<file path="config.mk">
export PLATFORM = sky130hd
export DESIGN_NAME = pbcs_top
export DESIGN_NICKNAME = d
export VERILOG_FILES = /design/src/rtl/pbcs_phy_ctrl.v /design/src/rtl/pbcs_top.v
export VERILOG_INCLUDE_DIRS = /design/src /design/src/rtl
export SDC_FILE = /design/constraint.sdc
export NUM_CORES = 1
export LEC_CHECK = 0
export BUFFER_PORTS_ARGS = -buffer_cell sky130_fd_sc_hd__buf_2
export CORE_MARGIN = 2
export CORE_UTILIZATION = 30
export DETAILED_ROUTE_END_ITERATION = 6
export GPL_TIMING_DRIVEN = 0
export SETUP_SLACK_MARGIN = 0.1
export SLEW_MARGIN = 30
export SYNTH_ARGS = -nofsm -noshare
export SYNTH_HDL_FRONTEND = slang
export SYNTH_SLANG_ARGS = --single-unit
</file>
<file path="constraint.sdc">
create_clock -name clk -period 4.3 [get_ports clk]
set_input_delay 0 -clock clk [delete_from_list [all_inputs] [get_ports clk]]
set_output_delay 0 -clock clk [all_outputs]
set_load 0.02 [all_outputs]
</file>
<file path="src/rtl/pbcs_map.vh">
// Register map, field positions and reset values of the PHY basic control and status registers.
`ifndef PBCS_MAP_VH
`define PBCS_MAP_VH

// ----------------------------------------------------------------------
// Management addressing
// ----------------------------------------------------------------------
`define PBCS_PHY1_ADDR 5'h01
`define PBCS_PHY2_ADDR 5'h02
`define PBCS_REG_CTRL 5'h00
`define PBCS_REG_STAT 5'h01

// ----------------------------------------------------------------------
// Control register bit positions
// ----------------------------------------------------------------------
`define PBCS_B_LOOPBACK 14
`define PBCS_B_FORCE100 13
`define PBCS_B_AN_EN 12
`define PBCS_B_PWRDN 11
`define PBCS_B_AN_RESTART 9
`define PBCS_B_FULLDUP 8
`define PBCS_B_XALG 5
`define PBCS_B_FORCE_ST 4
`define PBCS_B_NO_XOVER 3
`define PBCS_B_NO_FEF 2
`define PBCS_B_TX_DIS 1
`define PBCS_B_LED_DIS 0

// ----------------------------------------------------------------------
// Reset values and writable mask
// ----------------------------------------------------------------------
`define PBCS_CTRL_RESET 16'h1020
`define PBCS_CTRL_WMASK 16'h7B3F
`define PBCS_STAT_UPPER 16'h7000

// ----------------------------------------------------------------------
// Per-port switch control register indices
// ----------------------------------------------------------------------
`define PBCS_P1_CTRL_A 8'h1C
`define PBCS_P1_CTRL_B 8'h1D
`define PBCS_P1_CTRL_C 8'h1F
`define PBCS_P2_CTRL_A 8'h2C
`define PBCS_P2_CTRL_B 8'h2D
`define PBCS_P2_CTRL_C 8'h2F

`endif

</file>
<file path="src/rtl/pbcs_phy_ctrl.v">
// Control storage for one PHY, reached from the management path and the switch path.
`timescale 1ns/1ps
`default_nettype none
`include "pbcs_map.vh"

module pbcs_phy_ctrl #(
    parameter HAS_FEF = 1
) (
    input wire clk, // System clock.
    input wire resetn, // Synchronous reset, active low.
    input wire mii_we, // Management write strobe.
    input wire [15:0] mii_wdata, // Management write data.
    input wire [2:0] sw_we, // Switch write strobes for regs A, B, C.
    input wire [7:0] sw_wdata, // Switch write data.
    output reg [15:0] ctrl_q, // Control register value.
    output wire [7:0] reg_a, // Switch view of reg A.
    output wire [7:0] reg_b, // Switch view of reg B.
    output wire [7:0] reg_c // Switch view of reg C.
);
    reg [15:0] ctrl_d;
    wire [15:0] wmask;

    assign wmask = HAS_FEF ? `PBCS_CTRL_WMASK : (`PBCS_CTRL_WMASK & ~16'h0004);

    // ------------------------------------------------------------------
    // Switch register views of the shared bits
    // ------------------------------------------------------------------
    assign reg_a = {ctrl_q[`PBCS_B_AN_EN], ctrl_q[`PBCS_B_FORCE100],
                    ctrl_q[`PBCS_B_FULLDUP], 5'h00}; // [RULE_15]
    assign reg_b = {ctrl_q[`PBCS_B_LED_DIS], ctrl_q[`PBCS_B_TX_DIS],
                    ctrl_q[`PBCS_B_AN_RESTART], ctrl_q[`PBCS_B_NO_FEF],
                    ctrl_q[`PBCS_B_PWRDN], ctrl_q[`PBCS_B_NO_XOVER],
                    ctrl_q[`PBCS_B_FORCE_ST], ctrl_q[`PBCS_B_LOOPBACK]}; // [RULE_15]
    assign reg_c = {ctrl_q[`PBCS_B_XALG], 7'h00}; // [RULE_15]

    // ------------------------------------------------------------------
    // Next value: management write, then switch writes
    // ------------------------------------------------------------------
    always @* begin
        ctrl_d = ctrl_q;
        if (mii_we) begin
            ctrl_d = (mii_wdata & wmask) | (ctrl_q & ~wmask); // [RULE_18]
        end
        if (sw_we[0]) begin
            ctrl_d[`PBCS_B_AN_EN] = sw_wdata[7]; // [RULE_15]
            ctrl_d[`PBCS_B_FORCE100] = sw_wdata[6];
            ctrl_d[`PBCS_B_FULLDUP] = sw_wdata[5];
        end
        if (sw_we[1]) begin
            ctrl_d[`PBCS_B_LED_DIS] = sw_wdata[7]; // [RULE_15]
            ctrl_d[`PBCS_B_TX_DIS] = sw_wdata[6];
            ctrl_d[`PBCS_B_AN_RESTART] = sw_wdata[5];
            ctrl_d[`PBCS_B_NO_FEF] = HAS_FEF ? sw_wdata[4] : 1'b0; // [RULE_12]
            ctrl_d[`PBCS_B_PWRDN] = sw_wdata[3];
            ctrl_d[`PBCS_B_NO_XOVER] = sw_wdata[2];
            ctrl_d[`PBCS_B_FORCE_ST] = sw_wdata[1];
            ctrl_d[`PBCS_B_LOOPBACK] = sw_wdata[0];
        end
        if (sw_we[2]) begin
            ctrl_d[`PBCS_B_XALG] = sw_wdata[7]; // [RULE_15]
        end
    end

    always @(posedge clk) begin
        if (!resetn) begin
            ctrl_q <= `PBCS_CTRL_RESET; // [RULE_04] [RULE_05] [RULE_09]
        end else begin
            ctrl_q <= ctrl_d;
        end
    end
endmodule
`default_nettype wire

</file>
<file path="src/rtl/pbcs_top.v">
// PHY basic control and status registers for both PHY ports of the switch.
`timescale 1ns/1ps
`default_nettype none
`include "pbcs_map.vh"

// How it works
// [RULE_01] PHY 1 answers at management address 0x1, PHY 2 at 0x2.
// [RULE_02] Port 1 loopback: port 2 traffic wraps at port 1 PHY, back out port 2.
// [RULE_03] Port 2 loopback: port 1 traffic wraps at port 2 PHY, back out port 1.
// [RULE_04] Control bit 13 forces 100 Mbps when set, 10 Mbps when clear; resets zero.
// [RULE_05] Control bit 12 enables auto-negotiation; resets to one.
// [RULE_06] Control bit 11 powers the PHY down; resets zero.
// [RULE_07] Writing one to control bit 9 restarts auto-negotiation; the code keeps the bit and restarts only when it rises from zero.
// [RULE_08] Control bit 8 forces full duplex when set, half when clear.
// [RULE_09] Control bit 5 picks the crossover algorithm; one is the reset value.
// [RULE_10] Control bit 4 forces straight-through, transmitting on the receive pair.
// [RULE_11] Control bit 3 disables automatic crossover; resets zero.
// [RULE_12] Control bit 2 disables far-end fault detection; only port 1 has it.
// [RULE_13] Control bit 1 disables the transmitter; resets zero.
// [RULE_14] Control bit 0 disables the port LEDs; resets zero.
// [RULE_15] Every writable control bit shares storage with a per-port switch register bit.
// [RULE_16] Status bit 15 always reads zero.
// [RULE_17] Status bits 14, 13 and 12 always read one.
// [RULE_18] Control bits 15, 10, 7 and 6 read zero and ignore writes.

module pbcs_top (
    input wire clk, // System clock, 25 MHz.
    input wire resetn, // Synchronous reset, active low.
    input wire mii_req, // Management access strobe, one cycle.
    input wire mii_write, // 1 = write, 0 = read.
    input wire [4:0] phy_address, // Management PHY address.
    input wire [4:0] register_index, // Management register index.
    input wire [15:0] mii_wdata, // Management write data.
    output reg [15:0] mii_rdata_q, // Management read data.
    output reg mii_ack_q, // Access was addressed to this block, one cycle.
    input wire sw_we, // Switch register write strobe.
    input wire [7:0] sw_addr, // Switch register index.
    input wire [7:0] sw_wdata, // Switch register write data.
    output reg [7:0] sw_rdata_q, // Switch register read data.
    output reg [1:0] loopback_q, // Far-end loopback per port.
    output reg [1:0] force_100_q, // Forced 100 Mbps per port.
    output reg [1:0] autoneg_enable_q, // Auto-negotiation enable per port.
    output reg [1:0] power_down_q, // Power-down per port.
    output reg [1:0] autoneg_restart_q, // Restart pulse per port, one cycle.
    output reg [1:0] full_duplex_q, // Forced full duplex per port.
    output reg [1:0] crossover_algorithm_select_q, // Crossover algorithm per port.
    output reg [1:0] force_straight_through_q, // Forced straight-through per port.
    output reg [1:0] crossover_disable_q, // Auto crossover disabled per port.
    output reg far_end_fault_disable_q, // Far-end fault detection off, port 1.
    output reg [1:0] tx_disable_q, // Transmitter disabled per port.
    output reg [1:0] led_disable_q // LEDs disabled per port.
);
    wire [15:0] ctrl1;
    wire [15:0] ctrl2;
    wire [7:0] p1a;
    wire [7:0] p1b;
    wire [7:0] p1c;
    wire [7:0] p2a;
    wire [7:0] p2b;
    wire [7:0] p2c;
    wire sel1;
    wire sel2;
    wire hit;
    wire [2:0] swe1;
    wire [2:0] swe2;
    wire [1:0] rs_req;
    reg [1:0] rs_prev_q;

    // ------------------------------------------------------------------
    // Address decode
    // ------------------------------------------------------------------
    function is_known_reg;
        input [4:0] idx;
        begin
            is_known_reg = (idx == `PBCS_REG_CTRL) || (idx == `PBCS_REG_STAT);
        end
    endfunction

    assign sel1 = mii_req && (phy_address == `PBCS_PHY1_ADDR); // [RULE_01]
    assign sel2 = mii_req && (phy_address == `PBCS_PHY2_ADDR); // [RULE_01]
    assign hit = (sel1 || sel2) && is_known_reg(register_index);

    assign swe1 = {sw_we && (sw_addr == `PBCS_P1_CTRL_C),
                   sw_we && (sw_addr == `PBCS_P1_CTRL_B),
                   sw_we && (sw_addr == `PBCS_P1_CTRL_A)};
    assign swe2 = {sw_we && (sw_addr == `PBCS_P2_CTRL_C),
                   sw_we && (sw_addr == `PBCS_P2_CTRL_B),
                   sw_we && (sw_addr == `PBCS_P2_CTRL_A)};

    // ------------------------------------------------------------------
    // Per-PHY control storage
    // ------------------------------------------------------------------
    pbcs_phy_ctrl #(.HAS_FEF(1)) u_phy1 (
        .clk(clk),
        .resetn(resetn),
        .mii_we(sel1 && mii_write && (register_index == `PBCS_REG_CTRL)),
        .mii_wdata(mii_wdata),
        .sw_we(swe1),
        .sw_wdata(sw_wdata),
        .ctrl_q(ctrl1),
        .reg_a(p1a),
        .reg_b(p1b),
        .reg_c(p1c)
    );

    pbcs_phy_ctrl #(.HAS_FEF(0)) u_phy2 (
        .clk(clk),
        .resetn(resetn),
        .mii_we(sel2 && mii_write && (register_index == `PBCS_REG_CTRL)),
        .mii_wdata(mii_wdata),
        .sw_we(swe2),
        .sw_wdata(sw_wdata),
        .ctrl_q(ctrl2),
        .reg_a(p2a),
        .reg_b(p2b),
        .reg_c(p2c)
    );

    // ------------------------------------------------------------------
    // Management read path
    // ------------------------------------------------------------------
    always @(posedge clk) begin
        if (!resetn) begin
            mii_rdata_q <= 16'h0000;
            mii_ack_q <= 1'b0;
        end else begin
            mii_ack_q <= hit;
            if (hit && !mii_write) begin
                if (register_index == `PBCS_REG_STAT) begin
                    mii_rdata_q <= `PBCS_STAT_UPPER; // [RULE_16] [RULE_17]
                end else if (sel1) begin
                    mii_rdata_q <= ctrl1; // [RULE_18]
                end else begin
                    mii_rdata_q <= ctrl2;
                end
            end
        end
    end

    // ------------------------------------------------------------------
    // Switch register read path
    // ------------------------------------------------------------------
    always @(posedge clk) begin
        if (!resetn) begin
            sw_rdata_q <= 8'h00;
        end else begin
            case (sw_addr)
                `PBCS_P1_CTRL_A: sw_rdata_q <= p1a; // [RULE_15]
                `PBCS_P1_CTRL_B: sw_rdata_q <= p1b;
                `PBCS_P1_CTRL_C: sw_rdata_q <= p1c;
                `PBCS_P2_CTRL_A: sw_rdata_q <= p2a;
                `PBCS_P2_CTRL_B: sw_rdata_q <= p2b;
                `PBCS_P2_CTRL_C: sw_rdata_q <= p2c;
                default: sw_rdata_q <= 8'h00;
            endcase
        end
    end

    // ------------------------------------------------------------------
    // Control outputs to the PHYs and the datapath
    // ------------------------------------------------------------------
    assign rs_req = {ctrl2[`PBCS_B_AN_RESTART], ctrl1[`PBCS_B_AN_RESTART]};

    always @(posedge clk) begin
        if (!resetn) begin
            loopback_q <= 2'h0;
            force_100_q <= 2'h0;
            autoneg_enable_q <= 2'h3;
            power_down_q <= 2'h0;
            autoneg_restart_q <= 2'h0;
            rs_prev_q <= 2'h0;
            full_duplex_q <= 2'h0;
            crossover_algorithm_select_q <= 2'h3;
            force_straight_through_q <= 2'h0;
            crossover_disable_q <= 2'h0;
            far_end_fault_disable_q <= 1'b0;
            tx_disable_q <= 2'h0;
            led_disable_q <= 2'h0;
        end else begin
            // Bit 0 wraps at PHY 1 for port 2 traffic; bit 1 at PHY 2 for port 1.
            loopback_q <= {ctrl2[`PBCS_B_LOOPBACK],
                           ctrl1[`PBCS_B_LOOPBACK]}; // [RULE_02] [RULE_03]
            force_100_q <= {ctrl2[`PBCS_B_FORCE100], ctrl1[`PBCS_B_FORCE100]}; // [RULE_04]
            autoneg_enable_q <= {ctrl2[`PBCS_B_AN_EN], ctrl1[`PBCS_B_AN_EN]}; // [RULE_05]
            power_down_q <= {ctrl2[`PBCS_B_PWRDN], ctrl1[`PBCS_B_PWRDN]}; // [RULE_06]
            // A restart pulses once on each rise of the stored bit.
            rs_prev_q <= rs_req;
            autoneg_restart_q <= rs_req & ~rs_prev_q; // [RULE_07]
            full_duplex_q <= {ctrl2[`PBCS_B_FULLDUP], ctrl1[`PBCS_B_FULLDUP]}; // [RULE_08]
            crossover_algorithm_select_q <= {ctrl2[`PBCS_B_XALG],
                                             ctrl1[`PBCS_B_XALG]}; // [RULE_09]
            force_straight_through_q <= {ctrl2[`PBCS_B_FORCE_ST],
                                         ctrl1[`PBCS_B_FORCE_ST]}; // [RULE_10]
            crossover_disable_q <= {ctrl2[`PBCS_B_NO_XOVER], ctrl1[`PBCS_B_NO_XOVER]}; // [RULE_11]
            far_end_fault_disable_q <= ctrl1[`PBCS_B_NO_FEF]; // [RULE_12]
            tx_disable_q <= {ctrl2[`PBCS_B_TX_DIS], ctrl1[`PBCS_B_TX_DIS]}; // [RULE_13]
            led_disable_q <= {ctrl2[`PBCS_B_LED_DIS], ctrl1[`PBCS_B_LED_DIS]}; // [RULE_14]
        end
    end
endmodule
`default_nettype wire

</file>
==> impl_results.md, run 1 <==
- Post_cts resized: 0
- Top post-synthesis cells by area: dfxtp_1, mux2i_1, o21ai_0
- Top cells by count, synth: dfxtp_1, o21ai_0, mux2i_1
- VDD IR max: 139 µV
- Synth area leader: dfxtp_1
- FFs w/ async S/R, synth: 0%
- Port Buffer Count: 85
- Leak: 1.83 nW
- Synthesis-stage register bit count: 69
- Finish-stage setup viols: 0
- Die Area: 10200 µm²
- CTS tree: built
- Clock Sinks: 69
- Min-Delay Startpoint: register_index[0]
- Comb pwr share: 6.7%
- CP Class: primary input to register
- Antenna violations before repair: 0
- Final period util: 61.6%
- GRT Util Overall: 17.8%
- Longest Clk Path Bufs: 2
- Post-DRT Antenna Nets: 0
- Drt first pass iters: 4
- Initial drt markers: 131
- Worst skew pair latency: 360 ps
- Count leader, synth: dfxtp_1
- Largest net degree at the start of global routing: 12
- Synth top area share: 48.7%
- Area Growth Syn to Fin: 37.7%
- Ys Warns: 0
- Placer Congestion: 0.785
- Fin. max-slew vios: 0
- Global-route wire length before repair: 13700 µm
- Register-to-register setup slack: 3000 ps
- Avg WL per Cell: 16.0 µm
- Number of synthesized flops with an enable pin: 0
- Vias in the first global route: 2712
- H-tree levels: 3
- Slew headroom: 42.4%
- Register area share after synthesis: 48.7%
- Via count: 2636
- Congestion Overflow GR: 0
- RR Startpoint: u_phy1.ctrl_q[2]
- Data required, critical path: 4540 ps
- Critical path arrival: 2890 ps
- F_max: 378 MHz
- Status: finished clean
- Pwr Density: 335 nW/µm²
- Row count: 35
- Total Nets Final: 464
- Initial Util: 30.8%
- Hold crit path type: primary input to register
- Worst-margin pin slew: 864 ps
- Layout fillers: 952
- Worst hold margin: 14.8 ps
- CP max FO: 10
- Post-Route WL: 8530 µm
- Root Driver: clkbuf_8
- Main synth FF type: dfxtp_1
- Die height: 101 µm
- Count of cell types in the netlist: 41
- Reg power frac: 48.9%
- Clock-pin slew on the worst setup and hold paths: 80 ps
- Syn avg cell area: 9.71 µm²
- Final hold vios: 0
- Max-cap violations: 0
- DRC violations left: 0
- Die width: 101 µm
- Worst Setup SP: register_index[2]
- Final min period: 2650 ps
- Critical path endpoint category: register
- Power share of the clock group: 44.5%
- RSZ-0062 raised after global routing: no
- Antenna Cells: 0
- Worst Clk Skew: 7.83 ps
- Critical path startpoint category: primary input
- Layout cell share with drive strength beyond 1: 27.1%
- HPWL Detailed: 5960 µm
- Switch share: 22.2%
- P_int: 0.00102 W
- Average via count per standard cell: 4.95
- Syn Std Cell Area: 2840 µm²
- Cts bufs inserted: 9
- Net Sw Power: 0.000291 W
- Cells after synthesis: 292
- Num ports: 95
- Setup tns final: 0 ps
- Core Region: 9200 µm²
layer usage:
layer,vias to the layer above,GRT usage [%],wire (µm)
met5,-,0,0
met4,0,8.21,205
met3,16,5.24,582
met2,97,28.3,3920
met1,1219,22.3,3820
li1,1304,-,-
worst paths after layout:
path                          end  cells past startpoint
max              u_phy1.ctrl_q[9]                      8
min               mii_rdata_q[13]                      3
max reg2reg      u_phy1.ctrl_q[2]                      3
min reg2reg  autoneg_restart_q[0]                      1
registers in the layout (all words and copies together), names as in the netlist:
signal	cells
autoneg_enable_q	2
autoneg_restart_q	2
crossover_algorithm_select_q	2
crossover_disable_q	2
far_end_fault_disable_q	1
force_100_q	2
force_straight_through_q	2
full_duplex_q	2
led_disable_q	2
loopback_q	2
mii_ack_q	1
mii_rdata_q	12
power_down_q	2
rs_prev_q	2
sw_rdata_q	8
tx_disable_q	2
u_phy1.ctrl_q	12
u_phy2.ctrl_q	11
power by group through the flow:
stage | clock, W | sequential [W] | combinational (W)
after floorplan | 0 | 0.000655 | 0.0000333
after global placement | 0 | 0.000655 | 0.0000689
after detailed placement | 0 | 0.000655 | 0.0000718
after CTS | 0.000590 | 0.000640 | 0.0000863
after global routing | 0.000619 | 0.000640 | 0.0000953
final | 0.000582 | 0.000640 | 0.0000872
critical path, stage by stage:
cell	delay (ps)
dlygate4sd3_1	530
buf_2	120
nor4_1	500
nand4_1	320
buf_1	450
mux2i_1	290
a21oi_1	100
dlygate4sd3_1	580
cell usage in the layout, fill, tap and decap left out, types with 5 or more instances in the layout:
cell | Yosys | final
a21oi_1 | 25 | 25
a22oi_1 | 7 | 7
and2_1 | 19 | 19
buf_2 | 0 | 85
clkbuf_1 | 12 | 13
clkbuf_8 | 0 | 10
dfxtp_1 | 69 | 69
dlygate4sd3_1 | 0 | 26
mux2i_1 | 30 | 30
nand2_1 | 7 | 7
nand2b_1 | 8 | 8
nand3_1 | 12 | 12
nor2_1 | 5 | 5
nor2b_1 | 10 | 10
nor4_1 | 5 | 5
o21ai_0 | 32 | 32
kinds of logic (layout without fill, tap and decap cells):
group	after synthesis	in the layout	share of synthesized area (%)
compound gates	79	79	16.4
buf+inv	21	147	3.84
flops	69	69	48.7
mux	32	32	11.4
other cells	1	4	0.132
simple gates	90	90	19.5
final cells by class:
class	instances	area (µm²)	share of cell area (%)
flip-flops and latches	69	1380	35.4
well taps	111	139	3.56
plain buffers	20	105	2.69
inverters	1	3.75	0.0962
clock inverters	4	72.6	1.86
clock buffers	11	141	3.62
repair buffers	111	686	17.6
multi-input cells	205	1380	35.2
repair_timing:
item | 4_1_cts | 5_1_grt
hold buffers | 26 | 0
endpoints found under the hold margin | 22 | 0
buffers inserted | 0 | 0
metrics by stage:
stage	total power, W	setup slack, ps	cells	cell area (µm²)	utilization [%]
6_report	0.00131	1650	532	3900	42.4
5_1_grt	0.00135	1460	532	3900	42.4
4_1_cts	0.00132	1770	532	3900	42.4
3_5_place_dp	0.000727	2210	491	3430	37.3
3_3_place_gp	0.000724	2080	491	3410	37.1
2_1_floorplan	0.000688	2520	295	2850	-
Power figures use the tool's default switching activity.
==> run 2: changes to the inputs <==
==> constraint.sdc (replaced) <==
create_clock -name clk -period 2.71 [get_ports clk]
set_input_delay 0 -clock clk [delete_from_list [all_inputs] [get_ports clk]]
set_output_delay 0 -clock clk [all_outputs]
set_load 0.02 [all_outputs]
==> run 2 against run 1 <==
  * Register-to-register slack got worse by 1600 ps
  * Clock power increased by 59%
  * Design area increased by 0.16%
  * Utilization increased by 0.068 points
  * Largest power group unchanged
  * Highest routed layer unchanged
==> impl_results.md, run 2 (synthesis results as in run 1) <==
- Port Buffer Count: 85
- Switch share: 22.2%
- Critical path endpoint category: register
- Status: finished clean
- Core Region: 9200 µm²
- Post-Route WL: 8540 µm
- Reg power frac: 48.9%
- Longest Clk Path Bufs: 2
- Num ports: 95
- VDD IR max: 221 µV
- Antenna Cells: 0
- RSZ-0062 raised after global routing: no
- Row count: 35
- P_int: 0.00162 W
- Commonest non-fill, non-tap cell in the layout: buf_2
- Via count: 2632
- Post-DRT Antenna Nets: 0
- Post-place instance area: 3430 µm²
- Initial Util: 30.8%
- Clock-pin slew on the worst setup and hold paths: 80 ps
- Setup tns final: 0 ps
- Worst Clk Skew: 7.24 ps
- Congestion Overflow GR: 0
- F_max: 406 MHz
- HPWL Detailed: 5960 µm
- Die width: 101 µm
- Post-layout instance area: 3910 µm²
- Layout cell share with drive strength beyond 1: 27.3%
- Leak: 1.83 nW
- Worst skew pair latency: 350 ps
- Antenna violations before repair: 0
- CP Class: primary input to register
- Comb pwr share: 6.7%
- Total Nets Final: 464
- Worst Setup SP: register_index[2]
- CTS tree: built
- Slew headroom: 42.5%
- Initial drt markers: 140
- Max-cap violations: 0
- Area Growth Syn to Fin: 37.9%
- Hold crit path type: primary input to register
- Final min period: 2460 ps
- Critical path startpoint category: primary input
- Commonest non-fill, non-tap cells in the layout: buf_2, dfxtp_1, o21ai_0
- H-tree levels: 3
- Clock Sinks: 69
- Data required, critical path: 2950 ps
- Net Sw Power: 0.000461 W
- Finish-stage setup viols: 0
- Cts bufs inserted: 9
- CP max FO: 10
- Die height: 101 µm
- Fin. max-slew vios: 0
- Final period util: 90.8%
- Die Area: 10200 µm²
- Average via count per standard cell: 4.95
- Layout fillers: 952
- Placer Congestion: 0.785
- Root Driver: clkbuf_8
- Biggest regs: mii_rdata_q: 12 flops, u_phy1.ctrl_q: 12 flops, u_phy2.ctrl_q: 11 flops
- Vias in the first global route: 2712
- Setup bufs post-CTS: 0
- Pwr Density: 532 nW/µm²
- Avg WL per Cell: 16.0 µm
- Worst-margin pin slew: 863 ps
- RR Startpoint: u_phy1.ctrl_q[2]
- GRT Util Overall: 17.8%
- DRC violations left: 0
- Drt first pass iters: 4
- Critical path arrival: 2700 ps
- Final hold vios: 0
- Min-Delay Startpoint: register_index[0]
- Global-route wire length before repair: 13700 µm
- Power share of the clock group: 44.4%
- Largest net degree at the start of global routing: 12
run 2: cell count changes in the layout (fill, tap and decap cells not counted):
cell | previous run | this run
nor4_2 | 0 | 1
nor4_1 | 5 | 4
run 2: path summary, 6_finish.rpt:
check | end | slack (ps) | cells past startpoint
setup / recovery | u_phy2.ctrl_q[11] | 250 | 8
setup reg to reg | u_phy1.ctrl_q[2] | 1400 | 3
hold / removal | mii_rdata_q[13] | 20 | 3
hold reg to reg | autoneg_restart_q[0] | 380 | 1
run 2: layer usage:
layer	vias up	global-route usage, %	share of wire [%]	wire [µm]
li1	1303	-	-	-
met1	1220	22.3	45	3820
met2	93	28.3	46	3910
met3	16	5.24	7.1	605
met4	0	8.21	2.4	205
met5	-	0	0	0
run 2: final cells by class:
class                      instances  area [µm²]  area share [%]
sequential                        69        1380            35.3
timing repair buffer             111         686            17.5
buffer                            20         105            2.69
clock inverter                     4        72.6            1.86
tap                              111         139            3.55
inverter                           1        3.75          0.0960
clock buffer                      11         141            3.62
multi-input combinational        205        1380            35.3
run 2: repair_timing:
action                                  in CTS  in global routing
endpoints found under the setup margin       0                  4
gates resized for setup                      0                  1
hold buffers                                26                  0
endpoints found under the hold margin       22                  0
run 2: critical path, stage by stage:
cell	delay, ps
dlygate4sd3_1	530
buf_2	130
or4_1	510
or4b_4	530
buf_6	180
mux2i_1	160
a21oi_1	80
dlygate4sd3_1	580
run 2: power by group through the flow:
stage	Clock [W]	Sequential, W	Combinational (W)
after floorplan	0	0.00104	0.0000528
after global placement	0	0.00104	0.000109
after detailed placement	0	0.00104	0.000114
after CTS	0.000937	0.00102	0.000137
after global routing	0.000982	0.00102	0.000152
final	0.000923	0.00102	0.000139
run 2: per-stage QoR:
step | power, W | setup slack [ps] | hold slack (ps) | utilization (%) | cells
detailed placement | 0.00115 | 621 | 301 | 37.3 | 491
CTS | 0.00209 | 176 | 22.0 | 42.4 | 532
global placement | 0.00115 | 490 | 295 | 37.1 | 491
floorplan | 0.00109 | 929 | 152 | - | 295
finish | 0.00208 | 249 | 15.7 | 42.5 | 532
global route | 0.00215 | 133 | 62.8 | 42.5 | 532
==> run 3: changes to the inputs <==
--- a/config.mk
+++ b/config.mk
@@ -8,9 +8,10 @@
 export LEC_CHECK = 0
 export BUFFER_PORTS_ARGS = -buffer_cell sky130_fd_sc_hd__buf_2
 export CORE_MARGIN = 2
-export CORE_UTILIZATION = 30
+export CORE_UTILIZATION = 50
 export DETAILED_ROUTE_END_ITERATION = 6
 export GPL_TIMING_DRIVEN = 0
+export PLACE_DENSITY = 0.79
 export SETUP_SLACK_MARGIN = 0.1
 export SLEW_MARGIN = 30
 export SYNTH_ARGS = -nofsm -noshare
==> run 3 against run 2 <==
  * Register-to-register slack is essentially flat
  * Clock skew shrank 1.7 ps
  * Worst hold slack gained 0.52 ps
  * First-iteration DRC count grew 56%
  * Design area shrank 2.4%
  * Wire length shrank 4.9%
  * Critical path depth is the same
  * Final cell count shrank 7.7%
  * Fmax shrank 0.98%
  * Critical path type unchanged
  * Largest power group unchanged
  * Highest routed layer unchanged
==> impl_results.md, run 3 (synthesis results as in run 1) <==
- Status: finished clean
- DRC violations left: 0
- Area Growth Syn to Fin: 34.6%
- Final min period: 2490 ps
- Commonest non-fill, non-tap cells in the layout: buf_2, dfxtp_1, o21ai_0
- Slew headroom: 42.9%
- Pre-CTS setup slack: 650 ps
- Longest Clk Path Bufs: 2
- Via count: 2714
- Congestion Overflow GR: 0
- Critical path startpoint category: primary input
- Final hold vios: 0
- Antenna Cells: 0
- Min-Delay Startpoint: sw_wdata[7]
- Fin. max-slew vios: 0
- Leak: 1.82 nW
- Port Buffer Count: 85
- Critical R2R Capture: u_phy1.ctrl_q[4]
- Num ports: 95
- Largest net degree at the start of global routing: 11
- CTS tree: built
- Average via count per standard cell: 5.53
- HPWL Detailed: 5300 µm
- Max-cap violations: 0
- Cts bufs inserted: 9
- VDD IR max: 342 µV
- Data required, critical path: 2950 ps
- Die width: 79.3 µm
- Initial drt markers: 218
- Clock Sinks: 69
- Clock-pin slew on the worst setup and hold paths: 70 ps
- Critical path endpoint category: register
- Power share of the clock group: 39.7%
- Root Driver: clkbuf_8
- Setup tns final: 0 ps
- Final Total Pwr: 0.00192 W
- R2R depth: 3
- Worst Setup SP: register_index[2]
- Die height: 79.3 µm
- Worst skew pair latency: 350 ps
- Biggest regs: mii_rdata_q: 12 flops, u_phy1.ctrl_q: 12 flops, u_phy2.ctrl_q: 11 flops
- Core Region: 5510 µm²
- Final period util: 91.7%
- Comb pwr share: 7.2%
- GRT Util Overall: 26.3%
- PnR worst setup slack: 225 ps
- Global-route wire length before repair: 12400 µm
- Layout fillers: 430
- Pwr Density: 502 nW/µm²
- Worst hold margin: 16.2 ps
- Switch share: 22.5%
- Drt first pass iters: 5
- Net Sw Power: 0.000431 W
- Multi-input logic area: 1380 µm²
- Commonest non-fill, non-tap cell in the layout: buf_2
- End of the critical path: u_phy2.ctrl_q[14]
- Total Nets Final: 464
- Worst-margin pin slew: 856 ps
- Setup bufs post-CTS: 0
- FF/Latch Area: 1380 µm²
- RSZ-0062 raised after global routing: no
- Reg power frac: 53.0%
- Final core utilization: 69.3%
- H-tree levels: 3
- Die Area: 6290 µm²
- F_max: 402 MHz
- Antenna violations before repair: 0
- RR Startpoint: u_phy1.ctrl_q[4]
- Register-to-register setup slack: 1410 ps
- Layout cell share with drive strength beyond 1: 27.0%
- Finish-stage setup viols: 0
- Avg WL per Cell: 16.5 µm
- Row count: 27
- Placer Congestion: 0.855
- Worst Clk Skew: 5.54 ps
- Post-Route WL: 8120 µm
- Hold crit path type: primary input to register
- Critical path arrival: 2720 ps
- CP Class: primary input to register
- P_int: 0.00149 W
- Vias in the first global route: 2559
- CP max FO: 10
- Post-DRT Antenna Nets: 0
- Initial Util: 51.5%
[run 3: changes by cell type in the layout (fill, tap and decap cells not counted), sizes merged]
cell and delta:
clkbuf -1, clkinv +1, bufinv -1, clkinvlp -1
[run 3: area by class of cell]
type                            count  share of cell area [%]
Multi-Input combinational cell    205                    36.2
Buffer                             20                    2.76
Sequential cell                    69                    36.2
Tap cell                           72                    2.36
Timing Repair Buffer              111                    18.0
Clock inverter                      3                    1.05
Inverter                            1                  0.0984
Clock buffer                       10                    3.35
[run 3: worst min-delay path by stage]
stage,slack (ps),depth (start not counted),end
2_1_floorplan,150,2,u_phy2.ctrl_q[12]
3_3_place_gp,300,3,u_phy1.ctrl_q[2]
3_5_place_dp,310,3,u_phy2.ctrl_q[3]
4_1_cts,5,3,u_phy2.ctrl_q[12]
5_1_grt,40,3,mii_rdata_q[13]
6_report,20,3,u_phy2.ctrl_q[12]
[run 3: critical path, stage by stage]
cell           delay (ps)
dlygate4sd3_1         540
buf_2                 140
or4_1                 500
or4b_4                530
buf_6                 180
mux2i_1               160
a21oi_1                90
dlygate4sd3_1         590
[run 3: routing by layer]
metal / up-vias / global-route usage [%] / part of all wire, %
li1: 1301 / - / -
met1: 1258 / 32.1 / 40
met2: 136 / 43.1 / 49
met3: 19 / 5.57 / 8.3
met4: 0 / 15.0 / 2.3
met5: - / 0 / 0
[run 3: power groups by stage]
stage	Sequential (W)	Clock, W	Combinational [W]
3_3_place_gp	0.00104	0	0.000108
6_report	0.00102	0.000762	0.000139
4_1_cts	0.00102	0.000760	0.000134
3_5_place_dp	0.00104	0	0.000114
2_1_floorplan	0.00104	0	0.0000528
5_1_grt	0.00102	0.000810	0.000149
[run 3: what timing repair did]
action / in CTS / in global routing
hold buffers: 26 / 0
hold endpoints to repair: 19 / 0
endpoints found under the setup margin: 0 / 5
gates resized for setup: 0 / 1
[run 3: per-stage QoR]
| step | instances | cell area (µm²) |
|---|---|---|
| after global routing | 491 | 3810 |
| after CTS | 491 | 3810 |
| final | 491 | 3810 |
| after global placement | 452 | 3360 |
| after floorplan | 295 | 2850 |
| after detailed placement | 452 | 3380 |
